[config.mk]
export PLATFORM = sky130hd
export DESIGN_NAME = sa6_pattern_irq
export DESIGN_NICKNAME = d
export VERILOG_FILES = /design/src/sa6_pattern_irq.v
export VERILOG_INCLUDE_DIRS = /design/src
export SDC_FILE = /design/constraint.sdc
export NUM_CORES = 1
export LEC_CHECK = 0
export BUFFER_PORTS_ARGS = -buffer_cell sky130_fd_sc_hd__buf_4
export CAP_MARGIN = 30
export CORE_MARGIN = 2
export CORE_UTILIZATION = 28
export CTS_CLUSTER_SIZE = 10
export DETAILED_ROUTE_END_ITERATION = 10
export MAX_ROUTING_LAYER = met4
export PLACE_DENSITY = 0.46
export SYNTH_ARGS = -nofsm -noshare
export SYNTH_HDL_FRONTEND = slang
export SYNTH_SLANG_ARGS = --single-unit
[constraint.sdc]
create_clock -name clk_i -period 1.3 [get_ports clk_i]
set_input_delay 0.26 -clock clk_i [delete_from_list [all_inputs] [get_ports clk_i]]
set_output_delay 0.26 -clock clk_i [all_outputs]
set_load 0.01 [all_outputs]
[src/sa6_irq_regs.vh]
// register map and constants for the sa6 pattern change status block
//
// Behaviour
// - Bit 2 sets when the debounced sa6 code enters 001x and when it leaves 001x, lowest bit ignored.
// - Bit 1 sets when the debounced code enters a code matching none of the monitored patterns, not when it leaves or moves among such codes.
// - Bit 0 sets when the debounced code enters 0000 and when it leaves 0000.
// - Status bits reset to 0, show events since the last read, and clear when the register is read.
// - The interrupt rises only for events whose enable bit is set; status records events regardless.
// - Bits 7 to 3 flag entry into and exit from 1111, 1110, 1100, 1010 and 1000 like bit 0.
`ifndef SA6_IRQ_REGS_VH
`define SA6_IRQ_REGS_VH

`define SA6_ADDR_W         2
`define SA6_STATUS_ADDR    2'h0
`define SA6_ENABLE_ADDR    2'h1
`define SA6_CODE_ADDR      2'h2
`define SA6_STATUS_RESET   8'h00
`define SA6_ENABLE_RESET   8'h00
`define SA6_CODE_RESET     4'h0
`define SA6_MATCH_RESET    8'h01

`define SA6_BIT_ALL_ZERO   0
`define SA6_BIT_UNLISTED   1
`define SA6_BIT_001X       2
`define SA6_BIT_1000       3
`define SA6_BIT_1010       4
`define SA6_BIT_1100       5
`define SA6_BIT_1110       6
`define SA6_BIT_1111       7

`define SA6_PAT_0000       4'h0
`define SA6_PAT_001X       3'h1
`define SA6_PAT_1000       4'h8
`define SA6_PAT_1010       4'hA
`define SA6_PAT_1100       4'hC
`define SA6_PAT_1110       4'hE
`define SA6_PAT_1111       4'hF

`endif

[src/sa6_pattern_irq.v]
// sa6 pattern change status flags, enables and interrupt for one e1 receive channel
//
// Added by the designer: the register offsets and the address-and-strobe port.
`include "sa6_irq_regs.vh"

module sa6_pattern_irq (
    input  wire                   clk_i,
    input  wire                   reset_i,
    input  wire [3:0]             sa6_debounced_i,
    input  wire                   sa6_update_i,
    input  wire [`SA6_ADDR_W-1:0] addr_i,
    input  wire [7:0]             wdata_i,
    input  wire                   write_i,
    input  wire                   read_i,
    output reg  [7:0]             rdata_o,
    output wire                   irq_o
);

    localparam [7:0] STATUS_RESET = `SA6_STATUS_RESET;
    localparam [7:0] ENABLE_RESET = `SA6_ENABLE_RESET;
    localparam [7:0] MATCH_RESET  = `SA6_MATCH_RESET;
    localparam [3:0] CODE_RESET   = `SA6_CODE_RESET;

    // stored state
    reg  [3:0] sa6_code;
    reg  [3:0] next_sa6_code;
    reg  [7:0] match_prev;
    reg  [7:0] next_match_prev;
    reg  [7:0] sa6_pattern_irq_enable;
    reg  [7:0] next_enable;
    reg  [7:0] next_rdata;

    // decoded view of the code now on the input
    reg  [7:0] match_now;
    wire [7:0] event_now;
    wire [7:0] sa6_pattern_change_status;
    wire [7:0] pending;

    // bus decode
    wire       status_read;
    wire       enable_write;

    genvar g;

    // one-hot class of the incoming code; codes outside the list land on bit 1
    always @* begin
        match_now = 8'h00;
        case (sa6_debounced_i)
            `SA6_PAT_0000: begin
                match_now[`SA6_BIT_ALL_ZERO] = 1'b1;
            end
            {`SA6_PAT_001X, 1'b0}: begin
                match_now[`SA6_BIT_001X] = 1'b1;
            end
            {`SA6_PAT_001X, 1'b1}: begin
                match_now[`SA6_BIT_001X] = 1'b1;
            end
            `SA6_PAT_1000: begin
                match_now[`SA6_BIT_1000] = 1'b1;
            end
            `SA6_PAT_1010: begin
                match_now[`SA6_BIT_1010] = 1'b1;
            end
            `SA6_PAT_1100: begin
                match_now[`SA6_BIT_1100] = 1'b1;
            end
            `SA6_PAT_1110: begin
                match_now[`SA6_BIT_1110] = 1'b1;
            end
            `SA6_PAT_1111: begin
                match_now[`SA6_BIT_1111] = 1'b1;
            end
            default: begin
                match_now[`SA6_BIT_UNLISTED] = 1'b1;
            end
        endcase
    end

    // writes to the status and code addresses fall through unused
    assign status_read  = read_i & (addr_i == `SA6_STATUS_ADDR);
    assign enable_write = write_i & (addr_i == `SA6_ENABLE_ADDR);

    // one status flag per class; a same-cycle event survives the read clear
    generate
        for (g = 0; g < 8; g = g + 1) begin : gen_flag
            reg  flag;
            reg  next_flag;
            wire change;

            if (g == `SA6_BIT_UNLISTED) begin : gen_entry
                // entry only, so wandering among unlisted codes stays quiet
                assign change = match_now[g] & ~match_prev[g];
            end else begin : gen_both
                assign change = match_now[g] ^ match_prev[g];
            end

            assign event_now[g] = sa6_update_i & change;

            always @* begin
                next_flag = flag;
                if (status_read) begin
                    next_flag = 1'b0;
                end
                if (event_now[g]) begin
                    next_flag = 1'b1;
                end
            end

            always @(posedge clk_i) begin
                if (reset_i) begin
                    flag <= STATUS_RESET[g];
                end else begin
                    flag <= next_flag;
                end
            end

            assign sa6_pattern_change_status[g] = flag;
            assign pending[g] = flag & sa6_pattern_irq_enable[g];
        end
    endgenerate

    always @* begin
        next_enable = sa6_pattern_irq_enable;
        if (enable_write) begin
            next_enable = wdata_i;
        end
    end

    always @(posedge clk_i) begin
        if (reset_i) begin
            sa6_pattern_irq_enable <= ENABLE_RESET;
        end else begin
            sa6_pattern_irq_enable <= next_enable;
        end
    end

    // the previous class moves only on an update, so idle cycles are never judged again
    always @* begin
        next_sa6_code   = sa6_code;
        next_match_prev = match_prev;
        if (sa6_update_i) begin
            next_sa6_code   = sa6_debounced_i;
            next_match_prev = match_now;
        end
    end

    // after reset the previous code counts as 0000, so a first non-zero update flags bit 0
    always @(posedge clk_i) begin
        if (reset_i) begin
            sa6_code   <= CODE_RESET;
            match_prev <= MATCH_RESET;
        end else begin
            sa6_code   <= next_sa6_code;
            match_prev <= next_match_prev;
        end
    end

    // read data stand one cycle and fall back to zero, so no value is taken twice
    always @* begin
        next_rdata = 8'h00;
        if (read_i) begin
            case (addr_i)
                `SA6_STATUS_ADDR: begin
                    next_rdata = sa6_pattern_change_status;
                end
                `SA6_ENABLE_ADDR: begin
                    next_rdata = sa6_pattern_irq_enable;
                end
                `SA6_CODE_ADDR: begin
                    next_rdata = {4'h0, sa6_code};
                end
                default: begin
                    next_rdata = 8'h00;
                end
            endcase
        end
    end

    always @(posedge clk_i) begin
        if (reset_i) begin
            rdata_o <= 8'h00;
        end else begin
            rdata_o <= next_rdata;
        end
    end

    // status always latches; only the enable gates the line
    assign irq_o = |pending;

endmodule // sa6_pattern_irq

Word level (Yosys, flattened, before mapping)

Cells that the tools add are included.

Register bits: 36
Output and inout port bits: 9

Eq/ne operators: 9
Mux-type cells: 18
Bitwise operators: 28
Reduce and logical (&&, ||, !) cells: 14

Operators with widths:

| cell                                                                  | number |
|---|---|
| 8-bit one-hot mux with 3 select lines                                 | 1 |
| 4-bit equality test, second input constant                            | 5 |
| 1-bit AND                                                             | 19 |
| 1-bit 2-to-1 mux                                                      | 17 |
| 2-bit nonzero test                                                    | 8 |
| 8-bit OR reduction                                                    | 2 |
| 4-bit by 2-bit equality test with 1-bit output, second input constant | 2 |
| 1-bit XOR                                                             | 7 |
| 4-bit zero test                                                       | 1 |
| 2-bit OR reduction                                                    | 2 |
| 2-bit by 1-bit equality test with 1-bit output, second input constant | 1 |
| 2-bit equality test, second input constant                            | 1 |
| 2-bit zero test                                                       | 1 |
| 1-bit inverter                                                        | 2 |

Logic depth before layout (Yosys ltp)

Word-level depth: 6
Mapped depth: 5
Depth with buffers taken out: 3

Worst setup path before layout

No wires, ideal clock.

Path kind: in2reg
Start point: input port write_i
End point: register sa6_pattern_irq_enable[0]
Arrival: 0.889 ns
Path slack: 0.279 ns
Library setup time: 0.132 ns
Stages on the path: 4
Required time: 1.168 ns
Cells stage by stage: clkbuf_1 > nand3b_1 > nand2_1 > a21oi_1

Word-level cells in the longest chain between the ends: 1

RTL lines:

| element              | RTL line              | RTL |
|---|---|---|
| from (decl)          | sa6_pattern_irq.v:13  | `input wire write_i,` |
| 1-bit AND            | sa6_pattern_irq.v:81  | `` assign enable_write = write_i & (addr_i == `SA6_ENABLE_ADDR); `` |
| to (signal assigned) | sa6_pattern_irq.v:133 | `sa6_pattern_irq_enable <= next_enable;` |
| to (decl)            | sa6_pattern_irq.v:29  | `reg [7:0] sa6_pattern_irq_enable;` |

No other way between the ends.
A chain may end at the register's enable or synchronous reset.

Worst setup path in the final report

Start point: register sa6_pattern_irq_enable[1]
End point: output port irq_o

Word-level cells in the longest chain between the ends: 2

RTL lines:

| element            | RTL line              | RTL |
|---|---|---|
| 1-bit AND          | sa6_pattern_irq.v:118 | `assign pending[g] = flag & sa6_pattern_irq_enable[g];` |
| 8-bit OR reduction | sa6_pattern_irq.v:188 | `assign irq_o = \|pending;` |
| to (decl)          | sa6_pattern_irq.v:16  | `output wire irq_o` |

No other way between the ends.

==> flow_metrics.py <==
metrics = {
    "status": {
        "status": "complete, but fails checks",
        "violations": "setup timing",
    },
    "logic_synthesis": {
        "synth_area_per_inst_sq_um": 10.3,
        "yosysWarnings": 0,
        "ys_top_cells_by_count": "dfxtp_1 (36), mux2i_1 (18), nor2_1 (13)",
        "ys.flop_type": "dfxtp_1",
        "postSynthCellCount": 156,
        "post-synth-top-count-cell": "dfxtp_1",
        "postSynth.asyncResetShare_pct": 0,
        "synth.top_cells.by_area": "dfxtp_1 (45%), mux2i_1 (11%), o2bb2ai_1 (4.4%), xnor2_1 (3.8%), nor2_1 (3.0%)",
        "yosysTopAreaCell": "dfxtp_1",
        "top_area_cell_type_share_of_the_netlist_area_pct": 44.9,
        "synth-edff-count": 0,
        "post_synth_instance_area_sq_um": 1610,
        "synth.net_count": 175,
        "synth_seq_cells": 36,
        "synth_sequential_area_ratio_pct": 44.9,
        "post_synthesis_cell_type_count": 31,
    },
    "clocking": {
        "cts_num_sinks": 36,
        "numCtsBuffers": 5,
        "cts-root-buf": "clkbuf_8",
        "ctsHtreeMaxLevel": 2,
        "clkLatencyLatePin_ps": 280,
        "cts_hold_buf": 0,
        "clock_buffer_depth": 2,
        "worst_setup_hold_path_clk_slew_ps": 60,
        "cts_tree": "done",
    },
    "die": {
        "row_count": 27,
        "start_util_pct": 29.2,
        "top_level_ports": 28,
        "die_h_um": 79.7,
        "core_area_sq_um": 5510,
        "dieArea_sq_um": 6350,
        "chipWidth_um": 79.7,
    },
    "sta": {
        "timing.final.max_slew_violations": 0,
        "worst-slew-pin-transition_ps": 369,
        "grt_setup_unrepaired": "true",
        "final.period_utilization_pct": 106,
        "max_clock_freq_mhz": 724,
        "setup-violations-final": 1,
        "period_needed_ps": 1380,
        "worst_slack_ps": -82.0,
        "clock_skew_ps": 4.54,
        "max_slew_headroom_pct": 75.4,
        "fin_worst_hold_slack_ps": 240,
        "timing.final.hold_violations": 0,
    },
    "detailed_routing": {
        "final_antenna_net_count": 0,
        "detail_route.vias_per_cell": 4.68,
        "post_drt_wl_per_cell_um": 13.7,
        "drt_wl_total_um": 3490,
        "post-route-drc-count": 0,
        "drt_first_iter_violations": 45,
        "via_count": 1188,
        "dr.pass1.iters": 4,
    },
    "cells_and_area": {
        "fin_cells": 254,
        "fin_util_pct": 35.3,
        "num_antenna_cells": 0,
        "final_layout_size_suffix_gt1_share_pct": 29.7,
        "final_nets": 201,
        "area_growth_pct": 21.0,
    },
    "critical_path": {
        "worst_path_largest_cell_delay_ps": 340,
        "critPathCaptureType": "primary output",
        "critical_path_arrival_ps": 1120,
        "critPathTopFamily": "flip-flops",
        "critPathMaxFanout": 3,
        "critical_path.startpoint_type": "flop",
        "cp_slowest_cell": "dfxtp_2",
        "required_ps": 1040,
        "setup.worst_path.class": "reg -> out",
        "cp_cell_sequence": "a22oi_2 -> nand4_1 -> buf_4",
        "timing.critical_path.buf_inv": 1,
    },
    "pwr": {
        "power_density_nw_per_um2": 1110,
        "leakagePower_nw": 0.745,
        "maximum_vdd_drop_mv": 0.303,
    },
    "flow_run": {
        "drv.max_cap_violation_count": 0,
    },
    "global_routing": {
        "grt_pass1_vias": 1115,
        "grt_max_degree": 18,
        "global_route.usage.total_pct": 12.2,
        "grt_pass1_wl_um": 5780,
        "overflow_left_after_global_routing": 0,
        "antenna_violations_before_repair": 0,
    },
    "placed_design": {
        "placement.setup.worst_slack_ps": 140,
        "place_hpwl_um": 2570,
        "gpl.final_weighted_congestion": 0.732,
        "placedCellCount": 245,
        "buffer_ports.inserted": 27,
    },
    "min_path": {
        "worst_min_path_class": "in -> reg",
    },
}
==> cell usage in the layout (no fill, tap or decap) <==
cell type  synthesis  final
a31o_1             1      1
nor3b_2            1      1
or3b_1             1      1
mux2i_1           18     18
nor2_1            13     13
a22oi_2            0      4
nor4_4             1      1
a211o_2            1      1
a2bb2oi_1          4      4
nand4_1            2      2
nor2b_2            1      1
nor3b_1            4      4
nand2b_1           4      4
nand3_1            8      8
clkbuf_8           0      5
nand4b_1           1      1
clkbuf_1           3      1
clkinv_2           0      1
nor2b_1            3      3
nand3b_1           2      2
a21oi_1            8      8
a21oi_2            1      1
inv_1              2      2
and4bb_1           2      2
nor4b_4            1      1
nand2_1            8      8
o2bb2ai_1          8      8
buf_4              5     32
dfxtp_2            0      6
dfxtp_1           36     30
o21ai_1            1      1
xnor2_1            7      7
==> power by group <==
part,switching [mW],internal (mW)
Combinational,0.124,0.124
Sequential,0.0313,1.14
Clock,0.360,0.364
Total,0.515,1.63
==> flip-flops by register name (all words and copies together), names as in the netlist <==
signal                  count
gen_flag.flag               8
match_prev                  8
rdata_o                     8
sa6_pattern_irq_enable      8
sa6_code                    4
==> metrics by stage <==
stage               cell area [sq um]  setup TNS, ps  power [mW]
floorplan                        1610              0        1.36
global placement                 1820              0        1.44
detailed placement               1820              0        1.44
CTS                              1930          -78.1        2.19
global route                     1940           -128        2.27
finish                           1940          -82.0        2.15
==> worst reg2reg max path, cell delays in order (launching register included) <==
cell and delay [ps]:
dfxtp_2 350, mux2i_1 160, a2bb2oi_1 190, nor3b_1 60
==> metal layers <==
layer  vias to the layer above  track usage (%)  part of all wire [%]
li1                        603                -                     -
met1                       556             16.2                    50
met2                        27             17.6                    44
met3                         2             3.85                   5.6
met4                         0             4.14                  0.43
met5                         -                -                     0
==> cells by family (layout without fill, tap and decap cells) <==
logic type,after synthesis,after routing,synth area share [%]
AND/OR/NAND/NOR,52,52,20.5
XOR/XNOR,7,7,3.82
buffers and inverters,15,41,6.62
multiplexers,18,18,11.2
AO/OA/AOI/OAI,28,28,12.9
flip-flops,36,36,44.9
==> timing repair <==
action,CTS,global route
resized for setup,8,2
buffers inserted,2,0
pin swaps,1,1
setup endpoints to repair,1,1
==> cell type report <==
cell class,count,area [sq um]
well taps,72,90.1
clock inverters,1,5.00
clock buffers,6,72.6
multi-input cells,105,798
fillers,551,3560
inverters,2,7.51
flip-flops and latches,36,728
repair buffers,32,240
==> path summary, 6_finish.rpt <==
kind | startpoint | end | slack, ps | cells after the start
max | sa6_pattern_irq_enable[1]$_SDFFE_PP0P_ | irq_o | -80 | 3
min | wdata_i[3] | sa6_pattern_irq_enable[3]$_SDFFE_PP0P_ | 240 | 3
max reg2reg | gen_flag[1].flag$_SDFFE_PP0P_ | rdata_o[1]$_SDFF_PP0_ | 430 | 3
min reg2reg | match_prev[1]$_SDFFE_PP0P_ | gen_flag[1].flag$_SDFFE_PP0P_ | 430 | 1
(Power assumes the default switching activity.)
